--- src/dio_cfg.svh ---
// Offsets, field positions, reset values and timing counts of the discrete diagnostics block.
`ifndef DIO_CFG_SVH
`define DIO_CFG_SVH
`define DIO_IN_PTS 16
`define DIO_OUT_PTS 8
`define DIO_PORTS 2
`define DIO_AW 5
`define DIO_DW 32
// Register offsets (word addresses).
`define DIO_A_IN_OW_EN 5'h00
`define DIO_A_IN_SC_EN 5'h01
`define DIO_A_IN_COS_MASK 5'h02
`define DIO_A_CTRL 5'h03
`define DIO_A_IN_THR 5'h04
`define DIO_A_OUT_NL_EN 5'h05
`define DIO_A_OUT_DATA 5'h06
`define DIO_A_RPI 5'h07
`define DIO_A_CMD 5'h08
`define DIO_A_IN_STAT 5'h09
`define DIO_A_IN_FAULT 5'h0a
`define DIO_A_OUT_FAULT 5'h0b
`define DIO_A_RED_STAT 5'h0c
`define DIO_A_LINK_STAT 5'h0d
`define DIO_A_IRQ_STAT 5'h0e
`define DIO_A_IRQ_MASK 5'h0f
// Control register fields.
`define DIO_CTRL_IN_LATCH 0
`define DIO_CTRL_OUT_LATCH 1
`define DIO_CTRL_DIAG_COS 2
`define DIO_CTRL_DUPLEX 3
// Command register fields (write one to act).
`define DIO_CMD_IN_RESET 0
`define DIO_CMD_OUT_RESET 1
`define DIO_CMD_SHORT_RESET 2
`define DIO_CMD_TAG_RESET 3
// Threshold field widths and reset values.
`define DIO_THR_W 8
`define DIO_THR_ACT_RST 8'h80
`define DIO_THR_SC_RST 8'he0
`define DIO_THR_OW_RST 8'h10
`define DIO_RPI_RST 16'h0fa0
// Interrupt status bits.
`define DIO_IRQ_IN_PROD 0
`define DIO_IRQ_OUT_PROD 1
`define DIO_IRQ_IN_FAULT 2
`define DIO_IRQ_OUT_FAULT 3
`define DIO_IRQ_W 4
// Packet interval unit: 1 ms at 40 MHz.
`define DIO_CLK_HZ 40000000
`define DIO_TICK_US 1000
`define DIO_TICK_CYC ((`DIO_CLK_HZ / 1000000) * `DIO_TICK_US)
`endif

--- src/dio_pkg.sv ---
// Types shared by the discrete diagnostics block.
`default_nettype none
package dio_pkg;
   `include "dio_cfg.svh"
   typedef logic [`DIO_IN_PTS-1:0] dio_in_t;
   typedef logic [`DIO_OUT_PTS-1:0] dio_out_t;
   typedef logic [`DIO_THR_W-1:0] dio_thr_t;
   typedef logic [`DIO_AW-1:0] dio_addr_t;
   typedef logic [`DIO_DW-1:0] dio_data_t;
endpackage : dio_pkg
`default_nettype wire

--- src/dio_diag.sv ---
// Diagnostic and data-production logic for a discrete input and a discrete output module.
//
// Function
// - Input COS trigger per point, diagnostics module-wide.
// - Enabled open-wire sensed raises point fault.
// - Unlatched open-wire fault clears when condition goes.
// - Per-point open-wire checking disable.
// - Enabled short sensed flags fault, clears unless latched.
// - Latched alarms hold until explicit reset.
// - Input latched alarm cleared only by reset message.
// - Separate active, short, open-wire thresholds.
// - Output produces on consume, diagnostic change, interval.
// - Output change-of-state production always on.
// - No-load fault only while commanded off.
// - Per-point no-load checking disable.
// - Output short or over-current flags point fault.
// - Short fault cleared by off, service, tag bit.
// - Output latch cleared by message or tag reset.
// - Report simplex/duplex and both modules' status.
// - Report link, duplex, speed, autoneg per port.
//
// Added by the designer: the address map and the strobed register port.
`timescale 1ns/1ps
`default_nettype none
module dio_diag
   import dio_pkg::*;
(
   input wire logic clock_i,
   input wire logic rst_i,
   input wire dio_pkg::dio_addr_t addr_i,
   input wire dio_pkg::dio_data_t wdata_i,
   input wire logic wr_i,
   input wire logic rd_i,
   output logic [31:0] rdata_o,
   input wire logic [`DIO_IN_PTS*`DIO_THR_W-1:0] in_level_i,
   input wire logic [`DIO_OUT_PTS-1:0] out_short_i,
   input wire logic [`DIO_OUT_PTS-1:0] out_noload_i,
   input wire logic [1:0] partner_ok_i,
   input wire logic [`DIO_PORTS-1:0] port_link_i,
   input wire logic [`DIO_PORTS-1:0] port_fdx_i,
   input wire logic [`DIO_PORTS-1:0] port_speed_i,
   input wire logic [`DIO_PORTS-1:0] port_aneg_i,
   output logic [`DIO_OUT_PTS-1:0] out_drive_o,
   output logic in_prod_o,
   output logic out_prod_o,
   output logic irq_o
);
   import dio_pkg::*;

   typedef struct packed {
      logic [1:0] warm;
      dio_out_t s_sh0;
      dio_out_t s_sh1;
      dio_out_t s_nl0;
      dio_out_t s_nl1;
      logic [1:0] s_ok0;
      logic [1:0] s_ok1;
      logic [4*`DIO_PORTS-1:0] s_net0;
      logic [4*`DIO_PORTS-1:0] s_net1;
      dio_in_t ow_en;
      dio_in_t sc_en;
      dio_in_t cos_mask;
      logic [3:0] ctrl;
      dio_thr_t thr_act;
      dio_thr_t thr_sc;
      dio_thr_t thr_ow;
      dio_out_t nl_en;
      dio_out_t out_data;
      logic [15:0] rpi;
      dio_in_t in_val;
      dio_in_t in_ow;
      dio_in_t in_sc;
      dio_out_t out_sc;
      dio_out_t out_nl;
      logic [15:0] tick_cnt;
      logic [15:0] rpi_cnt;
      logic out_consumed;
      logic [`DIO_IRQ_W-1:0] irq_stat;
      logic [`DIO_IRQ_W-1:0] irq_mask;
      logic [31:0] rdata;
      dio_out_t drive;
      logic in_prod;
      logic out_prod;
      logic irq;
   } dio_state_s;

   dio_state_s st_r;
   dio_state_s st_nxt;

   // Level classification: at or above the short threshold is a short, below the open threshold an open wire.
   function automatic logic [2:0] classify(input dio_thr_t lvl, input dio_thr_t t_act,
                                           input dio_thr_t t_sc, input dio_thr_t t_ow);
      classify = {lvl >= t_sc, lvl < t_ow, lvl >= t_act};
   endfunction : classify

   // Latched alarm: live condition always sets, clear only drops a bit with no live cause.
   function automatic logic [15:0] alarm(input logic [15:0] cur, input logic [15:0] live,
                                         input logic latch, input logic clr);
      if (!latch) begin
         alarm = live;
      end else if (clr) begin
         alarm = live;
      end else begin
         alarm = cur | live;
      end
   endfunction : alarm

   genvar gi;

   logic [`DIO_IN_PTS*`DIO_THR_W-1:0] lvl_s0_r;
   logic [`DIO_IN_PTS*`DIO_THR_W-1:0] lvl_s1_r;
   dio_in_t act_s;
   dio_in_t ow_s;
   dio_in_t sc_s;

   // Analog levels are synchronised as a bus; a level is classified only after two flops.
   always_ff @(posedge clock_i) begin
      if (rst_i) begin
         lvl_s0_r <= '0;
         lvl_s1_r <= '0;
      end else begin
         lvl_s0_r <= in_level_i;
         lvl_s1_r <= lvl_s0_r;
      end
   end

   generate
      for (gi = 0; gi < `DIO_IN_PTS; gi++) begin : g_cls_s
         assign {sc_s[gi], ow_s[gi], act_s[gi]} =
            classify(lvl_s1_r[gi*`DIO_THR_W +: `DIO_THR_W], st_r.thr_act, st_r.thr_sc, st_r.thr_ow);
      end
   endgenerate

   always_comb begin
      logic wr_cmd;
      logic in_clr;
      logic out_lclr;
      logic sc_clr;
      logic tick;
      logic rpi_hit;
      logic diag_chg_in;
      logic diag_chg_out;
      logic primed;
      dio_in_t ow_live;
      dio_in_t sc_live;
      dio_out_t osc_live;
      dio_out_t onl_live;
      dio_in_t ow_n;
      dio_in_t sc_n;
      dio_out_t osc_n;
      dio_out_t onl_n;
      logic [`DIO_IRQ_W-1:0] ev;
      wr_cmd = 1'b0;
      in_clr = 1'b0;
      out_lclr = 1'b0;
      sc_clr = 1'b0;
      tick = 1'b0;
      rpi_hit = 1'b0;
      diag_chg_in = 1'b0;
      diag_chg_out = 1'b0;
      primed = 1'b0;
      ow_live = '0;
      sc_live = '0;
      osc_live = '0;
      onl_live = '0;
      ow_n = '0;
      sc_n = '0;
      osc_n = '0;
      onl_n = '0;
      ev = '0;
      st_nxt = st_r;
      st_nxt.out_consumed = 1'b0;

      // Pin synchronisers.
      st_nxt.s_sh0 = out_short_i;
      st_nxt.s_sh1 = st_r.s_sh0;
      st_nxt.s_nl0 = out_noload_i;
      st_nxt.s_nl1 = st_r.s_nl0;
      st_nxt.s_ok0 = partner_ok_i;
      st_nxt.s_ok1 = st_r.s_ok0;
      st_nxt.s_net0 = {port_aneg_i, port_speed_i, port_fdx_i, port_link_i};
      st_nxt.s_net1 = st_r.s_net0;
      // The level synchroniser holds zeros after reset, which would read as open wires on every point.
      // Input diagnostics wait until both flops carry real levels, so no false fault follows reset.
      st_nxt.warm = (st_r.warm == 2'h2) ? 2'h2 : st_r.warm + 2'h1;
      primed = (st_r.warm == 2'h2);

      // Register writes.
      if (wr_i) begin
         unique case (addr_i)
            `DIO_A_IN_OW_EN: st_nxt.ow_en = wdata_i[15:0];
            `DIO_A_IN_SC_EN: st_nxt.sc_en = wdata_i[15:0];
            `DIO_A_IN_COS_MASK: st_nxt.cos_mask = wdata_i[15:0];
            `DIO_A_CTRL: st_nxt.ctrl = wdata_i[3:0];
            `DIO_A_IN_THR: begin
               st_nxt.thr_act = wdata_i[7:0];
               st_nxt.thr_sc = wdata_i[15:8];
               st_nxt.thr_ow = wdata_i[23:16];
            end
            `DIO_A_OUT_NL_EN: st_nxt.nl_en = wdata_i[7:0];
            `DIO_A_OUT_DATA: begin
               st_nxt.out_data = wdata_i[7:0];
               st_nxt.out_consumed = 1'b1;
            end
            `DIO_A_RPI: st_nxt.rpi = wdata_i[15:0];
            `DIO_A_CMD: wr_cmd = 1'b1;
            `DIO_A_IRQ_MASK: st_nxt.irq_mask = wdata_i[`DIO_IRQ_W-1:0];
            default: ;
         endcase
      end
      in_clr = wr_cmd && wdata_i[`DIO_CMD_IN_RESET];
      out_lclr = wr_cmd && (wdata_i[`DIO_CMD_OUT_RESET] || wdata_i[`DIO_CMD_TAG_RESET]);
      sc_clr = wr_cmd && (wdata_i[`DIO_CMD_SHORT_RESET] || wdata_i[`DIO_CMD_TAG_RESET]);

      // Input diagnostics.
      ow_live = primed ? (ow_s & st_r.ow_en) : '0;
      sc_live = primed ? (sc_s & st_r.sc_en) : '0;
      ow_n = alarm(st_r.in_ow, ow_live, st_r.ctrl[`DIO_CTRL_IN_LATCH], in_clr);
      sc_n = alarm(st_r.in_sc, sc_live, st_r.ctrl[`DIO_CTRL_IN_LATCH], in_clr);
      st_nxt.in_ow = ow_n;
      st_nxt.in_sc = sc_n;
      st_nxt.in_val = primed ? (act_s & ~sc_s & ~ow_s) : st_r.in_val;
      diag_chg_in = (ow_n != st_r.in_ow) || (sc_n != st_r.in_sc);
      st_nxt.in_prod = (|((st_nxt.in_val ^ st_r.in_val) & st_r.cos_mask)) ||
                       (diag_chg_in && st_r.ctrl[`DIO_CTRL_DIAG_COS]);

      // Output diagnostics.
      osc_live = st_r.s_sh1;
      onl_live = st_r.s_nl1 & ~st_r.out_data & st_r.nl_en;
      osc_n = 8'(alarm({8'h00, st_r.out_sc}, {8'h00, osc_live}, 1'b1, sc_clr)
              & {8'h00, st_r.out_data} | {8'h00, osc_live});
      onl_n = 8'(alarm({8'h00, st_r.out_nl}, {8'h00, onl_live}, st_r.ctrl[`DIO_CTRL_OUT_LATCH], out_lclr)
              & {8'h00, st_r.nl_en});
      st_nxt.out_sc = osc_n;
      st_nxt.out_nl = onl_n;
      diag_chg_out = (osc_n != st_r.out_sc) || (onl_n != st_r.out_nl);
      // A shorted point is switched off so the fault cannot be cleared while current still flows.
      st_nxt.drive = st_r.out_data & ~osc_n;

      // Packet interval timer in 1 ms ticks.
      if (st_r.tick_cnt == 16'(`DIO_TICK_CYC - 1)) begin
         st_nxt.tick_cnt = '0;
         tick = 1'b1;
      end else begin
         st_nxt.tick_cnt = st_r.tick_cnt + 16'h0001;
      end
      rpi_hit = tick && (st_r.rpi_cnt + 16'h0001 >= st_r.rpi) && (st_r.rpi != 16'h0000);
      st_nxt.out_prod = st_r.out_consumed || diag_chg_out || rpi_hit;
      if (st_nxt.out_prod) begin
         st_nxt.rpi_cnt = '0;
      end else if (tick) begin
         st_nxt.rpi_cnt = st_r.rpi_cnt + 16'h0001;
      end

      // Interrupt status: a read clears, but a same-cycle event wins.
      ev[`DIO_IRQ_IN_PROD] = st_nxt.in_prod;
      ev[`DIO_IRQ_OUT_PROD] = st_nxt.out_prod;
      ev[`DIO_IRQ_IN_FAULT] = |(ow_n | sc_n);
      ev[`DIO_IRQ_OUT_FAULT] = |(osc_n | onl_n);
      if (rd_i && addr_i == `DIO_A_IRQ_STAT) begin
         st_nxt.irq_stat = ev;
      end else begin
         st_nxt.irq_stat = st_r.irq_stat | ev;
      end
      st_nxt.irq = |(st_nxt.irq_stat & st_nxt.irq_mask);

      // Read data.
      st_nxt.rdata = '0;
      if (rd_i) begin
         unique case (addr_i)
            `DIO_A_IN_OW_EN: st_nxt.rdata = {16'h0000, st_r.ow_en};
            `DIO_A_IN_SC_EN: st_nxt.rdata = {16'h0000, st_r.sc_en};
            `DIO_A_IN_COS_MASK: st_nxt.rdata = {16'h0000, st_r.cos_mask};
            `DIO_A_CTRL: st_nxt.rdata = {28'h0000000, st_r.ctrl};
            `DIO_A_IN_THR: st_nxt.rdata = {8'h00, st_r.thr_ow, st_r.thr_sc, st_r.thr_act};
            `DIO_A_OUT_NL_EN: st_nxt.rdata = {24'h000000, st_r.nl_en};
            `DIO_A_OUT_DATA: st_nxt.rdata = {24'h000000, st_r.out_data};
            `DIO_A_RPI: st_nxt.rdata = {16'h0000, st_r.rpi};
            `DIO_A_IN_STAT: st_nxt.rdata = {16'h0000, st_r.in_val};
            `DIO_A_IN_FAULT: st_nxt.rdata = {st_r.in_sc, st_r.in_ow};
            `DIO_A_OUT_FAULT: st_nxt.rdata = {8'h00, st_r.drive, st_r.out_nl, st_r.out_sc};
            `DIO_A_RED_STAT: st_nxt.rdata = {29'h00000000, st_r.s_ok1, st_r.ctrl[`DIO_CTRL_DUPLEX]};
            `DIO_A_LINK_STAT: st_nxt.rdata = {24'h000000, st_r.s_net1};
            `DIO_A_IRQ_STAT: st_nxt.rdata = {28'h0000000, st_r.irq_stat};
            `DIO_A_IRQ_MASK: st_nxt.rdata = {28'h0000000, st_r.irq_mask};
            default: st_nxt.rdata = '0;
         endcase
      end
   end

   always_ff @(posedge clock_i) begin
      if (rst_i) begin
         st_r <= '0;
         st_r.ow_en <= 16'hffff;
         st_r.sc_en <= 16'hffff;
         st_r.cos_mask <= 16'hffff;
         st_r.nl_en <= 8'hff;
         st_r.thr_act <= `DIO_THR_ACT_RST;
         st_r.thr_sc <= `DIO_THR_SC_RST;
         st_r.thr_ow <= `DIO_THR_OW_RST;
         st_r.rpi <= `DIO_RPI_RST;
      end else begin
         st_r <= st_nxt;
      end
   end

   assign rdata_o = st_r.rdata;
   assign out_drive_o = st_r.drive;
   assign in_prod_o = st_r.in_prod;
   assign out_prod_o = st_r.out_prod;
   assign irq_o = st_r.irq;
endmodule : dio_diag
`default_nettype wire

--- config.mk ---
export PLATFORM = sky130hd
export DESIGN_NAME = dio_diag
export DESIGN_NICKNAME = d
export VERILOG_FILES = /design/src/dio_pkg.sv /design/src/dio_diag.sv
export VERILOG_INCLUDE_DIRS = /design/src
export SDC_FILE = /design/constraint.sdc
export NUM_CORES = 1
export LEC_CHECK = 0
export BUFFER_PORTS_ARGS = -buffer_cell sky130_fd_sc_hd__buf_2
export CORE_ASPECT_RATIO = 0.5
export CORE_MARGIN = 2
export CORE_UTILIZATION = 30
export DETAILED_ROUTE_END_ITERATION = 12
export PLACE_DENSITY = 0.44
export SYNTH_ARGS = -nofsm -noshare
export SYNTH_HDL_FRONTEND = slang
export SYNTH_SLANG_ARGS = --single-unit
--- constraint.sdc ---
create_clock -name clock_i -period 3 [get_ports clock_i]
set_clock_uncertainty 0.05 [all_clocks]
set_input_delay 0.6 -clock clock_i [delete_from_list [all_inputs] [get_ports clock_i]]
set_output_delay 0.6 -clock clock_i [all_outputs]
set_load 0.005 [all_outputs]
==> results.sh, run 1 <==
export IMPL_sw_frac_of_total_pct=26.5
export IMPL_rsz0062_at_grt="true"
export IMPL_die_w_um=442
export IMPL_initial_core_util_pct=30.3
export IMPL_clk_path_buf_depth=3
export IMPL_cts_hold_buffers=0
export IMPL_maxSlewViolCount=0
export IMPL_core_area_sq_um=95300
export IMPL_drt_initial_drc_count=1889
export IMPL_drive_above_1_share_pct=26.8
export IMPL_syn_inst=3132
export IMPL_hpwl_um=93200
export IMPL_internal_power_w=0.0131
export IMPL_diodes=0
export IMPL_num_rows=80
export IMPL_start_kind="flip-flop"
export IMPL_cts_max_level=2
export IMPL_synth_edf_count=0
export IMPL_synth_cell_area_sq_um=28800
export IMPL_drt_pass1_iter_count=7
export IMPL_synth_simple_area_share_pct=22.1
export IMPL_synth_top_family_by_area="simple AND/OR/NAND/NOR gates"
export IMPL_yosys_area_share_xor_xnor_pct=1.46
export IMPL_instances_no_fill=5115
export IMPL_outcome="complete, but fails checks"
export IMPL_leakagePower_nw=16.7
export IMPL_syn_avg_cell_area_sq_um=9.21
export IMPL_clock_latency_ns=0.67
export IMPL_wl_per_cell_um=23.2
export IMPL_synth_area_leaders="dfxtp_1, ha_1, nor2b_1, nand2_1, a21oi_1"
export IMPL_syn2layout_area_growth_pct=33.1
export IMPL_synthTopCellsByCount="dfxtp_1, ha_1, nor2b_1"
export IMPL_totalWireLength_um=119000
export IMPL_grt_use_total_pct=23.5
export IMPL_pwr_density_cell_nw_per_um2=465
export IMPL_clock_sinks=566
export IMPL_max_freq_ghz=0.295
export IMPL_synth_compound_gate_area_share_pct=15.6
export IMPL_ios=238
export IMPL_hold_class="in2reg"
export IMPL_synth_most_common_cell="dfxtp_1"
export IMPL_period_minus_slack_ns=3.39
export IMPL_cp_max_fo=9
export IMPL_hold_violations=0
export IMPL_p_switching_w=0.00473
export IMPL_clkPwrFrac_pct=42.6
export IMPL_maxSlewHeadroom_pct=27.3
export IMPL_grt_max_degree=185
export IMPL_violations="setup timing"
export IMPL_yosysSeqAreaShare_pct=39.3
export IMPL_synth_top_area_share_pct=39.3
export IMPL_yosysWarnings=0
export IMPL_port_buffers=229
export IMPL_viasPerCell=5.11
export IMPL_root_buffer="clkbuf_16"
export IMPL_synthesis_nets=3714
export IMPL_die_y_um=223
export IMPL_peakVddDrop_uv=344
export IMPL_ant_nets=0
export IMPL_period_share_pct=113
export IMPL_tightestPinTransition_ns=1.09
export IMPL_cts_tree="done"
export IMPL_setup_tns_ns=-3.88
export IMPL_grt_pass1_wl_um=172000
export IMPL_ys_types=79
export IMPL_arrival_ns=3.89
export IMPL_synth_seq_cells=566
export IMPL_async_flop_share_pct=0
export IMPL_yosys_area_share_adder_pct=16.8
export IMPL_cp_end_kind="flip-flop"
export IMPL_ys_flop_type="dfxtp_1"
export IMPL_cts_inserted_buffers=55
export IMPL_die_area_sq_um=98800
export IMPL_yosys_area_top_type="dfxtp_1"
export IMPL_drv_cap=0
export IMPL_routed_via_count=26200
export IMPL_setup_violations=21
export IMPL_crit_type="reg2reg"
export IMPL_layout_nets=4382
export IMPL_seq_power_share_pct=44.5
export IMPL_gr_total_overflow=0
export IMPL_place_gp_congestion=0.975
export IMPL_grt_pass1_vias=25600
export IMPL_antenna_found_initial=3
export IMPL_cts_clk_slew_worst_paths_ns=0.07
export IMPL_drc=0
export IMPL_cp_required_ns=3.50
export IMPL_synthMuxAreaShare_pct=0.846
export IMPL_combPwrFrac_pct=12.8
export IMPL_setup_ws_ns=-0.393
export IMPL_dpl_cell_count=5004
sequential cells by signal, indices dropped and copies added (netlist names):
| name | flops |
|---|---|
| irq_o | 1 |
| rdata_o | 32 |
| st_r | 241 |
| lvl_s1_r | 128 |
| lvl_s0_r | 128 |
| out_prod_o | 1 |
| in_prod_o | 1 |
| st_nxt | 26 |
| out_drive_o | 8 |
timing repair:
item / in CTS / in global routing
buffers inserted: 4 / 7
pin swaps: 21 / 46
endpoints found under the setup margin: 20 / 22
cloned: 0 / 1
gates resized for setup: 72 / 108
path summary, 6_finish.rpt:
| path | startpoint | end | slack (ns) | cells past startpoint |
|---|---|---|---|---|
| min reg2reg | st_r[308] | st_r[308] | 0.38 | 1 |
| max | st_r[190] | st_r[47] | -0.39 | 12 |
| max reg2reg | st_r[190] | st_r[47] | -0.39 | 12 |
| min | in_level_i[3] | lvl_s0_r[3] | 0.1 | 2 |
power groups by stage:
stage / logic [W] / registers [W] / clock network (W)
floorplan: 0.00106 / 0.00803 / 0
global route: 0.00249 / 0.00797 / 0.00814
CTS: 0.00218 / 0.00795 / 0.00784
detailed placement: 0.00210 / 0.00812 / 0
global placement: 0.00208 / 0.00812 / 0
finish: 0.00229 / 0.00795 / 0.00761
cells in the final DEF, fill, tap and decap left out, drive strengths merged, types with 37 or more instances in the layout:
cell type	n
a211o	51
a211oi	49
clkbuf	66
inv	94
nand3	57
nand2b	40
nand4	53
a31oi	39
o21ai	73
nand2	281
dfxtp	566
and3	72
nor2	189
nand3b	37
a22oi	45
buf	778
ha	387
a21oi	173
nor2b	342
nor3	41
worst max-delay path: stages, from the launching register on:
cell	delay [ns]
dfxtp_1	0.33
inv_1	0.07
buf_12	0.15
ha_1	0.29
o21a_1	0.12
nor2_1	0.06
nor3_1	0.62
o21bai_2	0.24
a222oi_1	0.41
a21oi_1	0.16
a311o_1	0.36
nor4_4	0.28
a31oi_1	0.11
final cells by class:
| class | count | area, sq um |
|---|---|---|
| multi-input combinational | 2310 | 17300 |
| tap | 1271 | 1590 |
| inverter | 88 | 334 |
| clock inverter | 36 | 438 |
| sequential | 566 | 11400 |
| timing repair buffer | 779 | 5890 |
| clock buffer | 65 | 1500 |
| fill | 9538 | 56900 |
stage by stage:
stage          total power [W]  worst slack (ns)  utilization, %  hold slack [ns]  area, sq um
3_3_place_gp            0.0102            -0.618            37.3            0.359        35600
4_1_cts                 0.0180            -0.284            39.7           0.0514        37800
5_1_grt                 0.0186            -0.434            40.3           0.0758        38400
2_1_floorplan          0.00909           -0.0330               -            0.351        29000
3_5_place_dp            0.0102            -0.662            37.3            0.363        35600
6_report                0.0178            -0.393            40.3           0.0952        38400
cells by family (layout without fill, tap and decap cells):
family / count (synthesis) / count (layout)
compound gates: 650 / 650
xor+xnor: 48 / 48
fa+ha+maj: 387 / 387
buf+inv: 256 / 968
flops: 566 / 566
mux: 24 / 24
simple gates: 1201 / 1201
layer usage:
layer | up-vias | share of wire (%) | track usage, %
met5 | - | 0 | 0
met4 | 0 | 2.4 | 6.01
met3 | 142 | 5.8 | 3.31
met2 | 735 | 43 | 36.5
met1 | 12700 | 48 | 34.0
li1 | 12600 | - | -
Note: power is estimated with default switching activity, not from simulation.
==> run 2, diff against run 1 <==
--- a/config.mk
+++ b/config.mk
@@ -9,9 +9,9 @@
 export BUFFER_PORTS_ARGS = -buffer_cell sky130_fd_sc_hd__buf_2
 export CORE_ASPECT_RATIO = 0.5
 export CORE_MARGIN = 2
-export CORE_UTILIZATION = 30
+export CORE_UTILIZATION = 53
 export DETAILED_ROUTE_END_ITERATION = 12
-export PLACE_DENSITY = 0.44
+export PLACE_DENSITY = 0.69
 export SYNTH_ARGS = -nofsm -noshare
 export SYNTH_HDL_FRONTEND = slang
 export SYNTH_SLANG_ARGS = --single-unit
==> constraint.sdc (replaced) <==
create_clock -name clock_i -period 3.5 [get_ports clock_i]
set_clock_uncertainty 0.05 [all_clocks]
set_input_delay 0.7 -clock clock_i [delete_from_list [all_inputs] [get_ports clock_i]]
set_output_delay 0.7 -clock clock_i [all_outputs]
set_load 0.005 [all_outputs]
==> run 2 against run 1 <==
Non-clock buffer count is 299 lower. The run now ends clean. Critical endpoint unchanged. Die area is 43% lower. Highest routed layer unchanged. Largest power group unchanged. Worst setup slack better by 0.40 ns. Maximum frequency is 2.9% lower. Sequential cell count stayed put. Core utilization is 24 points higher.
==> results.sh, run 2 (synthesis gave the netlist of run 1 again) <==
export IMPL_outcome="completed"
export IMPL_internal_power_w=0.0106
export IMPL_grt_pass1_wl_um=145000
export IMPL_arrival_ns=3.91
export IMPL_maxSlewHeadroom_pct=33.5
export IMPL_p_total_w=0.0143
export IMPL_cts_clk_slew_worst_paths_ns=0.07
export IMPL_rsz0062_at_grt="true"
export IMPL_cts_max_level=2
export IMPL_largest_register_ffs=241
export IMPL_final_cell_area_sq_um=34700
export IMPL_crit_type="reg2reg"
export IMPL_crit_family="compound AO/OA/AOI/OAI gates"
export IMPL_gr_total_overflow=0
export IMPL_clk_path_buf_depth=3
export IMPL_cp_max_fo=5
export IMPL_syn2layout_area_growth_pct=20.3
export IMPL_regMostFlops="st_r"
export IMPL_grt_max_degree=152
export IMPL_reg_top3="st_r x241, lvl_s0_r x128, lvl_s1_r x128"
export IMPL_cpMostUsedCell="a211oi_2"
export IMPL_cp_slowest_stage_delay_ns=0.39
export IMPL_place_gp_congestion=1.05
export IMPL_met2_usage_pct=50.6
export IMPL_die_y_um=169
export IMPL_combPwrFrac_pct=11.6
export IMPL_viasPerCell=6.02
export IMPL_grt_use_met1_pct=47.6
export IMPL_drive_above_1_share_pct=18.7
export IMPL_tightestPinTransition_ns=0.995
export IMPL_hpwl_um=74700
export IMPL_seq_power_share_pct=47.8
export IMPL_grt_pass1_vias=23700
export IMPL_drt_initial_drc_count=2719
export IMPL_initial_core_util_pct=53.7
export IMPL_start_kind="flip-flop"
export IMPL_clock_sinks=566
export IMPL_cp_num_buf_inv=3
export IMPL_final_common_cell="dfxtp_1"
export IMPL_ant_nets=0
export IMPL_leakagePower_nw=15.0
export IMPL_sw_frac_of_total_pct=25.5
export IMPL_maxSlewViolCount=0
export IMPL_root_buffer="clkbuf_16"
export IMPL_cts_inserted_buffers=48
export IMPL_drc=0
export IMPL_core_area_sq_um=53800
export IMPL_drt_pass1_iter_count=8
export IMPL_worstSetupEndpoint="st_r[47]"
export IMPL_hp_start="in_level_i[83]"
export IMPL_timing_rr_start="st_r[181]"
export IMPL_cp_end_kind="flip-flop"
export IMPL_die_w_um=334
export IMPL_routed_via_count=25500
export IMPL_totalWireLength_um=99300
export IMPL_grt_busiest_layer="met2"
export IMPL_pwr_density_cell_nw_per_um2=412
export IMPL_gr_usage_met3_pct=7.95
export IMPL_num_rows=60
export IMPL_crit_slowest_cell="a222oi_1"
export IMPL_rr_worst_depth=13
export IMPL_final_cell_mix="dfxtp_1, ha_1, nor2b_1"
export IMPL_diodes=0
export IMPL_clock_latency_ns=0.62
export IMPL_r2r_end="st_r[47]"
export IMPL_drv_cap=0
export IMPL_rrSetupSlack_ns=0.004
export IMPL_startpoint="st_r[181]"
export IMPL_cp_required_ns=3.91
export IMPL_setup_violations=0
export IMPL_port_buffers=229
export IMPL_clkPwrFrac_pct=40.6
export IMPL_hold_violations=0
export IMPL_grt_use_total_pct=34.0
export IMPL_period_share_pct=99.9
export IMPL_post_dp_cell_area_sq_um=32300
export IMPL_max_freq_ghz=0.286
export IMPL_crit_chain="clkinvlp_4 > buf_12 > ha_1 > a211oi_2 > o21ai_1 > a211oi_2 > buf_4 > nand3_2 > a222oi_1 > nand4_1 > o311a_4 > nor4_4 > a31oi_1"
export IMPL_layout_nets=4076
export IMPL_peakVddDrop_uv=307
export IMPL_period_minus_slack_ns=3.50
export IMPL_p_switching_w=0.00365
export IMPL_crit_cells=13
export IMPL_hold_class="in2reg"
export IMPL_wl_per_cell_um=23.4
export IMPL_antenna_found_initial=0
export IMPL_cts_tree="done"
export IMPL_die_area_sq_um=56400
export IMPL_ios=238
[run 2: worst register-to-register path: cells and delay by family (launching register included)]
kind / cells / cell delay (ns)
AO/OA/AOI/OAI: 6 / 1.50
AND/OR/NAND/NOR: 3 / 0.54
adder cells (fa/ha/maj): 1 / 0.20
flip-flops: 1 / 0.35
buffers and inverters: 3 / 0.70
[run 2: area by class of cell]
class	count	area [sq um]
Clock buffer	65	1400
Clock inverter	22	303
Fill cell	4453	19100
Inverter	88	345
Multi-Input combinational cell	2310	16900
Sequential cell	566	11300
Tap cell	713	892
Timing Repair Buffer	480	3490
[run 2: worst min path at each step]
stage | endpoint | slack, ns | cells after the start
2_1_floorplan | st_r[308] | 0.35 | 1
4_1_cts | lvl_s0_r[83] | 0.23 | 2
3_5_place_dp | st_r[280] | 0.37 | 1
3_3_place_gp | st_r[308] | 0.36 | 1
5_1_grt | lvl_s0_r[72] | 0.24 | 2
6_report | lvl_s0_r[83] | 0.25 | 2
[run 2: stage by stage]
step	setup TNS [ns]	utilization, %	hold WS [ns]	instances	worst slack (ns)
after global placement	-0.112	60.1	0.361	4147	-0.0646
final	0	64.5	0.246	4244	0.00409
after detailed placement	-0.502	60.1	0.372	4147	-0.192
after global routing	-0.259	64.5	0.239	4244	-0.118
after CTS	0	63.4	0.234	4236	0.00132
after floorplan	0	-	0.351	3132	0.181
[run 2: power by group through the flow]
stage	combinational, W	sequential [W]	clock, W
global placement	0.00148	0.00697	0
global route	0.00180	0.00684	0.00615
finish	0.00166	0.00683	0.00581
detailed placement	0.00152	0.00697	0
floorplan	0.000897	0.00689	0
CTS	0.00154	0.00682	0.00587
[run 2: repair_timing]
item | 4_1_cts | 5_1_grt
setup buffers | 2 | 9
hold buffers | 0 | 0
endpoints found under the setup margin | 3 | 19
gates resized for setup | 13 | 114
pin swaps | 1 | 35
[run 2: routing by layer]
metal | share of wire, % | vias to the layer above
met5 | 0 | -
met4 | 4.0 | 0
met3 | 11 | 228
met2 | 41 | 1183
met1 | 43 | 12200
li1 | - | 12000
